$ cat src/common/rss_cfg.svh
// rss_cfg.svh: offsets, field positions, reset values and timing counts
`ifndef RSS_CFG_SVH
`define RSS_CFG_SVH

// clock rate
`define RSS_CLK_KHZ           250000
// register byte offsets
`define RSS_ADDR_SUPPLY_CTRL  8'h10
`define RSS_ADDR_SUPPLY_STAT  8'h1B
`define RSS_ADDR_STARTUP_CTRL 8'h73
`define RSS_ADDR_EVENT        8'h60
`define RSS_ADDR_EVENT_EN     8'h61
`define RSS_ADDR_STATE        8'h62
// field positions
`define RSS_THR_LSB           0
`define RSS_AUX_LSB           2
`define RSS_AUXSU_BIT         3
`define RSS_RLC_LSB           4
`define RSS_EVT_PO_BIT        0
`define RSS_EVT_OTW_BIT       1
`define RSS_EVT_UV_BIT        2
`define RSS_EVT_OVERTEMP_WARN_STATUS_BIT      3
// reset values
`define RSS_RLC_RST           2'h0
`define RSS_AUXSU_RST         1'h0
`define RSS_THR_RST           2'h0
`define RSS_AUX_RST           2'h0
// output reset pulse, least width per code, in microseconds
`define RSS_TW_RST0_US        20000
`define RSS_TW_RST1_US        10000
`define RSS_TW_RST2_US        3600
`define RSS_TW_RST3_US        1000
// plain defaults for widths the analog side does not fix
`define RSS_IN_RST_MIN_CYC    16
`define RSS_STARTUP_CYC       16
`define RSS_SENSE_GUARD       3'h3
// widths
`define RSS_CNT_W             24
`define RSS_FLT_W             16
`define RSS_NSYNC             13

`endif

$ cat src/common/rss_pkg.sv
// rss_pkg: state type and state record of the reset and supply supervisor
`include "rss_cfg.svh"
package rss_pkg;

  typedef enum logic [1:0] {
    RSS_OFF   = 2'b00,
    RSS_RESET = 2'b01,
    RSS_OTEMP = 2'b10,
    RSS_RUN   = 2'b11
  } rss_state_e;

  typedef struct packed {
    logic [`RSS_NSYNC-1:0] sync1;
    logic [`RSS_NSYNC-1:0] sync2;
    logic                  warn_prev;
    logic                  uv90_prev;
    rss_state_e            state;
    logic [`RSS_CNT_W-1:0] cnt;
    logic [`RSS_FLT_W-1:0] low_cnt;
    logic [2:0]            guard;
    logic                  cold;
    logic [1:0]            reset_length_sel;
    logic                  aux_supply_startup_sel;
    logic [1:0]            aux_supply_config;
    logic [1:0]            main_threshold_sel;
    logic                  main_undervolt_event_en;
    logic                  power_on_event;
    logic                  overtemp_warn_event;
    logic                  main_undervolt_event;
    logic [7:0]            rdata;
    logic                  pin_oe;
    logic                  main_en;
    logic                  sensor_en;
    logic                  can_off;
    logic                  reset_done;
  } rss_regs_s;

endpackage : rss_pkg

$ cat src/rtl/rss_supervisor.sv
// rss_supervisor: reset sources, reset pulse, temperature and supply watch
`timescale 1ns/1ps
`include "rss_cfg.svh"
module rss_supervisor #(
  parameter int unsigned RST_LEN0_CYC =
    `RSS_TW_RST0_US * (`RSS_CLK_KHZ / 1000),
  parameter int unsigned RST_LEN1_CYC =
    `RSS_TW_RST1_US * (`RSS_CLK_KHZ / 1000),
  parameter int unsigned RST_LEN2_CYC =
    `RSS_TW_RST2_US * (`RSS_CLK_KHZ / 1000),
  parameter int unsigned RST_LEN3_CYC =
    `RSS_TW_RST3_US * (`RSS_CLK_KHZ / 1000),
  parameter int unsigned IN_RST_MIN_CYC = `RSS_IN_RST_MIN_CYC,
  parameter int unsigned STARTUP_CYC    = `RSS_STARTUP_CYC,
  parameter bit          HAS_SENSOR     = 1'b1
) (
  // clock, reset, enable
  input  wire logic       sys_clk_i,
  input  wire logic       nrst_i,
  input  wire logic       clk_en_i,
  // register port
  input  wire logic [7:0] reg_addr_i,
  input  wire logic [7:0] reg_wdata_i,
  input  wire logic       reg_wr_i,
  input  wire logic       reg_rd_i,
  output logic      [7:0] reg_rdata_o,
  // open-drain reset pin toward the microcontroller
  input  wire logic       system_reset_pin_n_i,
  output logic            system_reset_pin_n_o,
  output logic            system_reset_pin_n_oe_o,
  // analog comparators, asynchronous
  input  wire logic       battery_supply_poff_i,
  input  wire logic       battery_supply_pon_i,
  input  wire logic       battery_supply_below_2v_i,
  input  wire logic [3:0] main_supply_below_i,
  input  wire logic       temp_over_act_i,
  input  wire logic       temp_below_rel_i,
  input  wire logic       temp_over_warn_i,
  input  wire logic       sensor_supply_uv_i,
  input  wire logic       sensor_supply_ov_i,
  // watchdog, mode control and wake logic, same clock
  input  wire logic       wd_overflow_window_i,
  input  wire logic       wd_trigger_early_i,
  input  wire logic       wd_overflow_timeout_i,
  input  wire logic       watchdog_fail_pending_i,
  input  wire logic       wd_ctrl_write_normal_i,
  input  wire logic       illegal_sleep_cmd_i,
  input  wire logic       wake_in_sleep_i,
  input  wire logic       mode_normal_i,
  input  wire logic       mode_sleep_i,
  input  wire logic [1:0] main_threshold_startup_i,
  // supply and state outputs
  output logic            main_supply_output_en_o,
  output logic            sensor_supply_output_en_o,
  output logic            can_off_o,
  output logic            reset_done_o,
  output logic      [1:0] supervisor_state_o
);

  localparam int CW = `RSS_CNT_W;
  localparam int FW = `RSS_FLT_W;

  // refuse zero reset-1..3 and startup counts, short filter counts, and reset-0, startup and filter counts that the counters cannot hold
  if (RST_LEN0_CYC >= (1 << CW) || RST_LEN3_CYC < 1 ||
      RST_LEN1_CYC < 1 || RST_LEN2_CYC < 1 ||
      IN_RST_MIN_CYC < 4 || IN_RST_MIN_CYC >= (1 << FW) ||
      STARTUP_CYC < 1 || STARTUP_CYC >= (1 << CW)) begin : g_chk
    $error("rss_supervisor: count parameter out of range");
  end

  localparam logic [CW-1:0] LEN0_LAST = CW'(RST_LEN0_CYC - 1);
  localparam logic [CW-1:0] LEN1_LAST = CW'(RST_LEN1_CYC - 1);
  localparam logic [CW-1:0] LEN2_LAST = CW'(RST_LEN2_CYC - 1);
  localparam logic [CW-1:0] LEN3_LAST = CW'(RST_LEN3_CYC - 1);
  localparam logic [CW-1:0] SU_LAST   = CW'(STARTUP_CYC - 1);
  localparam logic [FW-1:0] FLT_LAST  = FW'(IN_RST_MIN_CYC - 1);

  rss_pkg::rss_regs_s q;
  rss_pkg::rss_regs_s d;

  logic [`RSS_NSYNC-1:0] async_in;
  logic                  pin_s;
  logic                  poff_s;
  logic                  pon_s;
  logic                  below2v_s;
  logic [3:0]            uv_s;
  logic                  t_act_s;
  logic                  t_rel_s;
  logic                  t_warn_s;
  logic                  sen_uv_s;
  logic                  sen_ov_s;
  logic                  uv_sel;
  logic                  ext_rst;
  logic                  src_any;
  logic [CW-1:0]         len_last;
  logic [1:0]            sen_stat;
  logic [7:0]            evt_vec;

  // pins gathered for the two-stage synchroniser
  assign async_in = {system_reset_pin_n_i, battery_supply_poff_i,
                     battery_supply_pon_i, battery_supply_below_2v_i,
                     main_supply_below_i, temp_over_act_i,
                     temp_below_rel_i, temp_over_warn_i,
                     sensor_supply_uv_i, sensor_supply_ov_i};

  // only the second stage is ever looked at
  assign {pin_s, poff_s, pon_s, below2v_s, uv_s, t_act_s, t_rel_s,
          t_warn_s, sen_uv_s, sen_ov_s} = q.sync2;

  // bit 0 of uv_s is the 90 percent comparator, bit 3 the 60 percent one
  assign uv_sel = uv_s[q.main_threshold_sel];

  // outside low counted only while we release the pin and after the guard
  assign ext_rst = (q.low_cnt == FLT_LAST) && !pin_s;

  // every request that sends run into reset
  assign src_any = ext_rst
                 | wd_overflow_window_i | wd_trigger_early_i
                 | (wd_overflow_timeout_i & watchdog_fail_pending_i)
                 | wd_ctrl_write_normal_i
                 | illegal_sleep_cmd_i
                 | (wake_in_sleep_i & mode_sleep_i)
                 | uv_sel;

  // cold starts honour the length field, warm starts take the shortest
  always_comb begin
    if (!q.cold) begin
      len_last = LEN3_LAST;
    end else begin
      unique case (q.reset_length_sel)
        2'h0: len_last = LEN0_LAST;
        2'h1: len_last = LEN1_LAST;
        2'h2: len_last = LEN2_LAST;
        2'h3: len_last = LEN3_LAST;
      endcase
    end
  end

  // sensor status, fixed at ok on parts without the sensor supply
  always_comb begin
    if (!HAS_SENSOR) begin
      sen_stat = 2'h0;
    end else if (!q.sensor_en) begin
      sen_stat = 2'h3;
    end else if (sen_ov_s) begin
      sen_stat = 2'h2;
    end else if (sen_uv_s) begin
      sen_stat = 2'h1;
    end else begin
      sen_stat = 2'h0;
    end
  end

  assign evt_vec = {4'h0, t_warn_s, q.main_undervolt_event,
                    q.overtemp_warn_event, q.power_on_event};

  // next-state of the whole block
  always_comb begin
    d            = q;
    d.sync1      = async_in;
    d.sync2      = q.sync1;
    d.warn_prev  = t_warn_s;
    d.uv90_prev  = uv_s[0];
    d.rdata      = 8'h00;
    d.reset_done = 1'b0;

    // input-width filter; our own drive and its echo are never counted
    if (q.pin_oe || q.guard != 3'h0 || pin_s) begin
      d.low_cnt = '0;
    end else if (q.low_cnt != FLT_LAST) begin
      d.low_cnt = q.low_cnt + FW'(1);
    end
    if (q.pin_oe) begin
      d.guard = `RSS_SENSE_GUARD;
    end else if (q.guard != 3'h0) begin
      d.guard = q.guard - 3'h1;
    end

    // sticky events; a set in the same cycle as its clear wins
    if (reg_wr_i && reg_addr_i == `RSS_ADDR_EVENT) begin
      if (reg_wdata_i[`RSS_EVT_PO_BIT])  d.power_on_event       = 1'b0;
      if (reg_wdata_i[`RSS_EVT_OTW_BIT]) d.overtemp_warn_event  = 1'b0;
      if (reg_wdata_i[`RSS_EVT_UV_BIT])  d.main_undervolt_event = 1'b0;
    end
    // temperature not watched in sleep or off
    if (t_warn_s && !q.warn_prev && q.state != rss_pkg::RSS_OFF &&
        !(q.state == rss_pkg::RSS_RUN && mode_sleep_i)) begin
      d.overtemp_warn_event = 1'b1;
    end
    if (uv_s[0] && !q.uv90_prev && q.main_undervolt_event_en) begin
      d.main_undervolt_event = 1'b1;
    end

    // register writes
    if (reg_wr_i) begin
      unique case (reg_addr_i)
        `RSS_ADDR_SUPPLY_CTRL: begin
          d.aux_supply_config  = reg_wdata_i[`RSS_AUX_LSB +: 2];
          d.main_threshold_sel = reg_wdata_i[`RSS_THR_LSB +: 2];
        end
        `RSS_ADDR_STARTUP_CTRL: begin
          d.reset_length_sel       = reg_wdata_i[`RSS_RLC_LSB +: 2];
          d.aux_supply_startup_sel = reg_wdata_i[`RSS_AUXSU_BIT];
        end
        `RSS_ADDR_EVENT_EN: d.main_undervolt_event_en = reg_wdata_i[0];
        default: ;
      endcase
    end

    // register reads, data valid in the next cycle only
    if (reg_rd_i) begin
      unique case (reg_addr_i)
        `RSS_ADDR_SUPPLY_CTRL: d.rdata = {4'h0, q.aux_supply_config,
                                          q.main_threshold_sel};
        `RSS_ADDR_SUPPLY_STAT: d.rdata = {5'h00, sen_stat,
                                          uv_s[0]};
        `RSS_ADDR_STARTUP_CTRL: d.rdata = {2'h0, q.reset_length_sel,
                                           q.aux_supply_startup_sel,
                                           3'h0};
        `RSS_ADDR_EVENT:    d.rdata = evt_vec;
        `RSS_ADDR_EVENT_EN: d.rdata = {7'h00, q.main_undervolt_event_en};
        `RSS_ADDR_STATE:    d.rdata = {6'h00, q.state};
        default:            d.rdata = 8'h00;
      endcase
    end

    // supervisor state machine
    unique case (q.state)
      rss_pkg::RSS_OFF: begin
        if (pon_s && !poff_s) begin
          d.cnt = q.cnt + CW'(1);
          if (q.cnt == SU_LAST) begin
            d.state          = rss_pkg::RSS_RESET;
            d.cnt            = '0;
            d.cold           = 1'b1;
            d.power_on_event = 1'b1;
            // power-up presets taken as the device leaves off
            d.aux_supply_config = q.aux_supply_startup_sel ?
                                  2'h3 : 2'h0;
            d.main_threshold_sel = main_threshold_startup_i;
          end
        end else begin
          d.cnt = '0;
        end
      end
      rss_pkg::RSS_RESET: begin
        if (t_act_s) begin
          d.state = rss_pkg::RSS_OTEMP;
        end else if (uv_sel) begin
          // undervoltage holds the pulse and makes it a cold start
          d.cold = 1'b1;
          d.cnt  = '0;
        end else if (q.cnt == len_last) begin
          d.state      = rss_pkg::RSS_RUN;
          d.cnt        = '0;
          d.cold       = 1'b0;
          d.reset_done = 1'b1;
        end else begin
          d.cnt = q.cnt + CW'(1);
        end
      end
      rss_pkg::RSS_OTEMP: begin
        if (t_rel_s && !t_act_s) begin
          d.state = rss_pkg::RSS_RESET;
          d.cnt   = '0;
          d.cold  = 1'b1;
        end
      end
      rss_pkg::RSS_RUN: begin
        if (t_act_s && !mode_sleep_i) begin
          d.state = rss_pkg::RSS_OTEMP;
        end else if (src_any) begin
          d.state = rss_pkg::RSS_RESET;
          d.cnt   = '0;
          d.cold  = uv_sel | mode_sleep_i;
        end
      end
    endcase

    // battery loss overrides every other state
    if (poff_s && q.state != rss_pkg::RSS_OFF) begin
      d.state = rss_pkg::RSS_OFF;
      d.cnt   = '0;
    end

    // pin drive: one low pulse for as long as the device is not running
    d.pin_oe = (q.state != rss_pkg::RSS_RUN);

    // main supply: kept in off down to 2 V, dropped in overtemp and sleep
    unique case (q.state)
      rss_pkg::RSS_OFF:   d.main_en = !below2v_s;
      rss_pkg::RSS_OTEMP: d.main_en = 1'b0;
      rss_pkg::RSS_RUN:   d.main_en = !mode_sleep_i;
      rss_pkg::RSS_RESET: d.main_en = 1'b1;
    endcase

    // sensor supply by configuration and mode
    unique case (q.state)
      rss_pkg::RSS_RUN: begin
        if (mode_normal_i) begin
          d.sensor_en = (q.aux_supply_config != 2'h0);
        end else if (mode_sleep_i) begin
          d.sensor_en = (q.aux_supply_config == 2'h3);
        end else begin
          d.sensor_en = q.aux_supply_config[1];
        end
      end
      rss_pkg::RSS_RESET: d.sensor_en = q.aux_supply_config[1];
      default:            d.sensor_en = 1'b0;
    endcase

    d.can_off = (q.state == rss_pkg::RSS_OTEMP) ||
                (q.state == rss_pkg::RSS_OFF);
  end

  // state register: synchronous reset, frozen while the enable is low
  always_ff @(posedge sys_clk_i) begin
    if (!nrst_i) begin
      q.sync1                   <= '1;
      q.sync2                   <= '1;
      // match the all-ones synchroniser reset, so no false edge follows
      q.warn_prev               <= 1'b1;
      q.uv90_prev               <= 1'b1;
      q.state                   <= rss_pkg::RSS_OFF;
      q.cnt                     <= '0;
      q.low_cnt                 <= '0;
      q.guard                   <= `RSS_SENSE_GUARD;
      q.cold                    <= 1'b1;
      q.reset_length_sel        <= `RSS_RLC_RST;
      q.aux_supply_startup_sel  <= `RSS_AUXSU_RST;
      q.aux_supply_config       <= `RSS_AUX_RST;
      q.main_threshold_sel      <= `RSS_THR_RST;
      q.main_undervolt_event_en <= 1'b0;
      q.power_on_event          <= 1'b0;
      q.overtemp_warn_event     <= 1'b0;
      q.main_undervolt_event    <= 1'b0;
      q.rdata                   <= 8'h00;
      q.pin_oe                  <= 1'b1;
      q.main_en                 <= 1'b0;
      q.sensor_en               <= 1'b0;
      q.can_off                 <= 1'b1;
      q.reset_done              <= 1'b0;
    end else if (clk_en_i) begin
      q <= d;
    end
  end

  // outputs straight from the state record; the pin only ever pulls low
  assign reg_rdata_o               = q.rdata;
  assign system_reset_pin_n_o      = 1'b0;
  assign system_reset_pin_n_oe_o   = q.pin_oe;
  assign main_supply_output_en_o   = q.main_en;
  assign sensor_supply_output_en_o = q.sensor_en;
  assign can_off_o                 = q.can_off;
  assign reset_done_o              = q.reset_done;
  assign supervisor_state_o        = q.state;

endmodule : rss_supervisor

$ cat config.mk
export PLATFORM = sky130hd
export DESIGN_NAME = rss_supervisor
export DESIGN_NICKNAME = d
export VERILOG_FILES = /design/src/common/rss_pkg.sv /design/src/rtl/rss_supervisor.sv
export VERILOG_INCLUDE_DIRS = /design/src /design/src/common
export SDC_FILE = /design/constraint.sdc
export NUM_CORES = 1
export LEC_CHECK = 0
export BUFFER_PORTS_ARGS = -buffer_cell sky130_fd_sc_hd__buf_4
export CORE_ASPECT_RATIO = 1.2
export CORE_MARGIN = 5
export CORE_UTILIZATION = 29
export DETAILED_ROUTE_END_ITERATION = 12
export HOLD_SLACK_MARGIN = 0.02
export SLEW_MARGIN = 10
export SYNTH_ARGS = -nofsm -noshare
export SYNTH_HDL_FRONTEND = slang
export SYNTH_SLANG_ARGS = --single-unit
$ cat constraint.sdc
create_clock -name sys_clk_i -period 4.4 [get_ports sys_clk_i]
set_clock_uncertainty 0.2 [all_clocks]
set_input_delay 0.66 -clock sys_clk_i [delete_from_list [all_inputs] [get_ports sys_clk_i]]
set_output_delay 0.66 -clock sys_clk_i [all_outputs]
set_load 0.02 [all_outputs]
==> metrics, run 1 <==
DRT antenna net count 0; input/output buffers 55; Iteration-0 DRC Markers about 220; ys async rst share 0%; DRC 0; Clock Latency Late Sink between 0.3 and 0.4 ns; std cell rows 53; core area approximately 17000 µm²; Worst R2R End q[61]$_SDFFE_PN0P_; Routed wire per std cell about 14 µm; diode count 0; r2r setup slk 1.35 ns; crit share post-route just under 70%; Initial Util approximately 29%; number of max-cap violations 0; area delta synth->final 15.1%; end point of the critical path q[61]$_SDFFE_PN0P_; Root Driver clkbuf_16; hpwl dp just under 9000 µm; routed wl met2 6100 µm; critical path, cell by cell mux4_2 -> inv_1 -> o2111ai_1 -> o21ai_1 -> and2_1 -> a31oi_1 -> o22ai_1; die height roughly 160 µm; Worst Path Required between 4 and 5 ns; commonest non-fill, non-tap cell in the layout dfxtp_1; P_leak about 2.3 nW; Fmax 328 MHz; PwrDens between 200 and 300 nW/µm²; fin. max-slew vios 0; Die ar. 20500 µm²; TNS Setup 0 ns; RSZ-0062 raised after global routing false; final setup margin around 1.4 ns; final core utilization 33.8%; Crit path arrival time 3.10 ns; syn avg cell area approximately 8.4 µm²; CP Depth 7; Clock transition at path regs approximately 0.070 ns; slowest cell on the critical path and2_1; Post-CTS Setup Bufs 0; metal3 WL about 380 µm; global-route wire length before repair around 21000 µm; Syn Inst Count between 600 and 700; final hold vios 0; Pre-antenna DRT Iters 4; share of layout cells above drive strength 1 between 10% and 20%; number of synthesized flops with an enable pin 0; commonest non-fill, non-tap cells in the layout 96 x dfxtp_1, 78 x nand2_1, 61 x buf_4; Multi-input gate area between 2000 and 3000 µm²; HP Class register to register; Reg2Reg Depth 7; via count ~4400; Synth Warn # 0; critical path class register to register; largest net degree at the start of global routing 66; register area share after synthesis a little under two fifths; post-cts sizing count 0; Post-Syn Area between 5000 and 6000 µm²; Crit Path Max Fanout 20; register area 1920 µm²; final setup violation count 0; total CTS buffers 9; CP delay by family, top compound AO/OA/AOI/OAI gates; DRT Wirelength about 12000 µm; # clock sinks 96; slowest stage delay, CP between 0.7 and 0.8 ns; Synth cell types 72; VDD IR max about 0.18 mV; worst-margin pin slew approximately 0.9 ns; Pwr Total roughly 1.8 mW; CTS tree built; nets@finish approximately 690; ys flop type dfxtp_1; FF+latch count, synth 96; CP Launch Point q[17]$_SDFFE_PN0P_; Setup crit start kind register; Clock Tree Buf Depth 2; H-tree Lvls 3; vias per cell between 5 and 6; hold_buf cts 0; total grt overflow 0; Fill cells ~1800; slew margin rel. between 30% and 40%; clock period minus worst slack 3.05 ns; total track usage 11.8%; number of global-route vias before repair 4137; crit end category register; Top Layer Used met4; gpl congestion around 0.82; Worst R2R Start q[17]$_SDFFE_PN0P_; post-place setup slack 1.21 ns; Die Width between 100 and 150 µm; initial antenna violation count 0; io pins a little over 60; DRT met1 WL roughly 5800 µm; crit path buf inv count 1; status complete, no violations
## cells by family (layout without fill, tap and decap cells)
kind of cell	after synthesis	after routing	share of synthesized area, %
AO/OA/AOI/OAI	125	125	18.4
other	1	3	0.0731
flip-flops	96	96	37.5
XOR/XNOR	16	16	2.73
multiplexers	34	34	6.90
buffers and inverters	69	96	6.37
adder cells (fa/ha/maj)	8	8	1.95
AND/OR/NAND/NOR	261	261	26.1
## state kept, by name, summed over array words and instances (netlist names), 2 cells and up
signal,cells
evt_vec,3
reg_rdata_o,6
q,61
supervisor_state_o,2
d,15
## worst register-to-register path, stage by stage, from the launching register on
cell	delay [ns]
dfxtp_1	0.41
mux4_2	0.60
inv_1	0.08
o2111ai_1	0.19
o21ai_1	0.44
and2_1	0.71
a31oi_1	0.13
o22ai_1	0.19
## layout make-up
type | count | share of cell area, %
inverter | 19 | 1.21
sequential | 96 | 32.6
tap | 220 | 4.66
clock inverter | 7 | 1.08
clock buffer | 9 | 3.82
multi-input combinational | 447 | 48.9
timing repair buffer | 61 | 7.76
## layer usage
metal,vias up,track usage [%]
met1,2109,15.4
met2,62,20.0
met4,0,4.02
met5,-,0
li1,2239,-
met3,12,1.90
## worst min path at each step
stage                       startpoint                 end  slack (ns)  cells past startpoint
global route        d[82]$_SDFFE_PN1P_  d[82]$_SDFFE_PN1P_        0.30                      2
detailed placement  d[82]$_SDFFE_PN1P_  d[82]$_SDFFE_PN1P_        0.26                      2
CTS                 d[82]$_SDFFE_PN1P_  d[82]$_SDFFE_PN1P_        0.28                      2
global placement    q[80]$_SDFFE_PN1P_  q[80]$_SDFFE_PN1P_        0.25                      2
floorplan           q[70]$_SDFFE_PN1P_  q[70]$_SDFFE_PN1P_        0.23                      2
finish              d[76]$_SDFFE_PN1P_  d[76]$_SDFFE_PN1P_        0.27                      2
## cells in the mapped netlist, types with 3 or more instances
cell | number | area [µm²]
and4_1 | 3 | 26.3
ha_1 | 8 | 100
nand2_1 | 78 | 293
nor3_1 | 9 | 45.0
nand4b_1 | 3 | 26.3
o22ai_1 | 5 | 31.3
a211oi_1 | 3 | 22.5
o21a_1 | 5 | 37.5
dfxtp_1 | 96 | 1920
o211ai_1 | 3 | 22.5
a21oi_1 | 11 | 55.1
clkbuf_1 | 28 | 105
and3_1 | 9 | 56.3
nand3_1 | 30 | 150
nand4_1 | 14 | 87.6
or2_2 | 3 | 18.8
a31oi_1 | 4 | 25.0
a22oi_1 | 12 | 90.1
or3_1 | 5 | 31.3
nand3b_1 | 4 | 30.0
o211a_1 | 3 | 30.0
a22o_1 | 15 | 131
buf_2 | 9 | 45.0
a21boi_0 | 6 | 45.0
xor2_1 | 9 | 78.8
inv_1 | 17 | 63.8
mux2i_1 | 32 | 320
nor4_1 | 11 | 68.8
buf_4 | 11 | 82.6
nand2b_1 | 6 | 37.5
o21ai_0 | 15 | 75.1
a31o_2 | 15 | 131
xnor2_1 | 7 | 61.3
nor2_1 | 53 | 199
nor2b_1 | 19 | 119
## per-stage QoR
step	hold WS [ns]	area [µm²]	std cells
after floorplan	0.232	5140	612
after global placement	0.249	5610	843
after detailed placement	0.259	5610	843
after CTS	0.277	5900	859
after global routing	0.305	5900	859
final	0.274	5900	859
## power by group
part | leakage [nW] | switching (mW) | internal (mW)
clock network | 0.140 | 0.364 | 0.394
registers | 0.778 | 0.00886 | 0.881
logic | 1.41 | 0.0625 | 0.0587
Power figures use the tool's default switching activity.
==> inputs of run 2 (changes only) <==
clock period = 3.1 ns   (was 4.4 ns; I/O delays follow)
==> run 2 against run 1 <==
Net effect:
- combinational power grew 46%
- die area is the same
- maximum frequency grew 8.1%
- flip-flop and latch count is the same
- count of clock-buffer cells in the layout grew 1
- global-route usage is essentially flat
- register-to-register slack lost 1.1 ns
- core utilization grew 0.46 points
- critical path type unchanged
- largest power group unchanged
==> metrics, run 2 (synthesis gave the netlist of run 1 again) <==
VDD IR max approximately 0.26 mV; register area 1920 µm²; sw power 621 µW; Clock Latency Late Sink approximately 0.35 ns; final hold slack ~0.13 ns; Reg2Reg Depth 10; # clock sinks between 90 and 100; clock period minus worst slack between 2 and 3 ns; Die Width ~130 µm; Crit path arrival time about 2.9 ns; Pre-antenna DRT Iters 5; hold_buf cts 0; non-filler instance count after layout 870; final setup margin 0.280 ns; gpl congestion roughly 0.81; die height about 160 µm; diode count 0; PwrDens about 420 nW/µm²; std cell rows 53; post-place setup slack about 0.28 ns; largest net degree at the start of global routing 44; Clock transition at path regs about 0.08 ns; P_int about 1.9 mW; critical path class register to register; WHS Path Cells 3; switch share between 20% and 30%; Reg power frac about half; total CTS buffers 9; vias per cell ~5.1; Post-CTS Setup Bufs 0; Worst Path Required approximately 3.1 ns; number of global-route vias before repair just over 4000; Initial Util 29.4%; Largest register FFs 61; P_leak 2.39 nW; power share of the clock group between 40 and 50%; status complete, no violations; post-cts sizing count 0; Die ar. around 20000 µm²; crit share post-route between 90 and 100%; Combinational Power Share 7.0%; CTS tree built; io pins 61; TNS Setup 0 ns; DRT Wirelength about 12000 µm; number of max-cap violations 0; input/output buffers 55; via count about 4500; final hold vios 0; Root Driver clkbuf_16; HP Class primary input to register; core area between 15000 and 20000 µm²; r2r setup slk roughly 0.28 ns; Worst R2R Start q[22]$_SDFFE_PN0P_; nets@finish roughly 700; global-route wire length before repair 20500 µm; initial antenna violation count 0; final setup violation count 0; RSZ-0062 raised after global routing false; total grt overflow 0; HP Start sensor_supply_uv_i; DRT antenna net count 0; slowest stage delay, CP 0.41 ns; slowest cell on the critical path dfxtp_1; Multi-input gate area a little under 3000 µm²; critical path, cell by cell inv_1 -> ha_1 -> o21ai_0 -> mux2i_1 -> nand4_1 -> nor4_4 -> o21ai_2 -> buf_4 -> a31o_2 -> a22o_1; Routed wire per std cell approximately 14 µm; Setup crit start kind register; share of layout cells above drive strength 1 between 10% and 20%; Worst R2R End q[48]$_SDFFE_PN0P_; H-tree Lvls 3; largest reg by FF count q; hpwl dp around 9000 µm; Fill cells between 1500 and 2000; total track usage between 10% and 20%; fin. max-slew vios 0; commonest non-fill, non-tap cell in the layout dfxtp_1; crit end category register; DRC 0; area delta synth->final 16.7%; commonest non-fill, non-tap cells in the layout 96 x dfxtp_1, 78 x nand2_1, 72 x buf_4; slew margin rel. between 50% and 60%; Crit Path Max Fanout 14; hold-critical path endpoint d[73]$_SDFFE_PN1P_; worst-margin pin slew roughly 0.60 ns; total placed cells including tap cells approximately 850; Clock Tree Buf Depth 2; Iteration-0 DRC Markers between 200 and 250; Fmax approximately 350 MHz
[run 2: changes by cell type in the layout (fill, tap and decap cells not counted), sizes merged]
| cell | change |
|---|---|
| buf | +11 |
| clkbuf | +1 |
| clkinv | -2 |
| inv | +2 |
| clkinvlp | -1 |
[run 2: area by class of cell]
type | instances | area share, %
multi-input cells | 447 | 48.3
flip-flops and latches | 96 | 32.1
inverters | 19 | 1.19
repair buffers | 72 | 9.03
clock buffers | 10 | 3.83
well taps | 220 | 4.60
clock inverters | 6 | 0.962
[run 2: worst max-delay path, delay by kind of cell (launching register included)]
family / cells / cell delay, ns
buffers and inverters: 2 / 0.31
AO/OA/AOI/OAI: 4 / 0.86
multiplexers: 1 / 0.24
flip-flops: 1 / 0.41
AND/OR/NAND/NOR: 2 / 0.46
adder cells (fa/ha/maj): 1 / 0.24
[run 2: per-layer routing]
| layer | global-route usage [%] | routed length, µm |
|---|---|---|
| met5 | 0 | 0 |
| met4 | 4.65 | 238 |
| met3 | 1.87 | 467 |
| met2 | 19.6 | 5930 |
| met1 | 15.5 | 5620 |
[run 2: worst max path at each step]
stage | cells past startpoint | from | end | slack (ns)
after floorplan | 11 | q[22]$_SDFFE_PN0P_ | q[62]$_SDFFE_PN0P_ | 0.55
after global placement | 10 | q[22]$_SDFFE_PN0P_ | q[48]$_SDFFE_PN0P_ | 0.33
after detailed placement | 10 | q[22]$_SDFFE_PN0P_ | q[48]$_SDFFE_PN0P_ | 0.28
after CTS | 10 | q[22]$_SDFFE_PN0P_ | q[48]$_SDFFE_PN0P_ | 0.26
after global routing | 10 | q[22]$_SDFFE_PN0P_ | q[48]$_SDFFE_PN0P_ | 0.14
final | 10 | q[22]$_SDFFE_PN0P_ | q[48]$_SDFFE_PN0P_ | 0.28
[run 2: through the flow]
step / utilization [%] / area (µm²) / power [mW]
5_1_grt: 34.3 / 5980 / 2.63
2_1_floorplan: - / 5140 / 1.40
3_5_place_dp: 32.7 / 5700 / 1.47
6_report: 34.3 / 5980 / 2.53
3_3_place_gp: 32.7 / 5700 / 1.47
4_1_cts: 34.3 / 5980 / 2.57
[run 2: power by group through the flow]
| stage | Sequential, mW | Combinational, mW | Clock (mW) |
|---|---|---|---|
| 6_report | 1.26 | 0.177 | 1.09 |
| 5_1_grt | 1.27 | 0.196 | 1.17 |
| 4_1_cts | 1.26 | 0.179 | 1.12 |
| 3_5_place_dp | 1.29 | 0.178 | 0 |
| 3_3_place_gp | 1.29 | 0.176 | 0 |
| 2_1_floorplan | 1.29 | 0.109 | 0 |
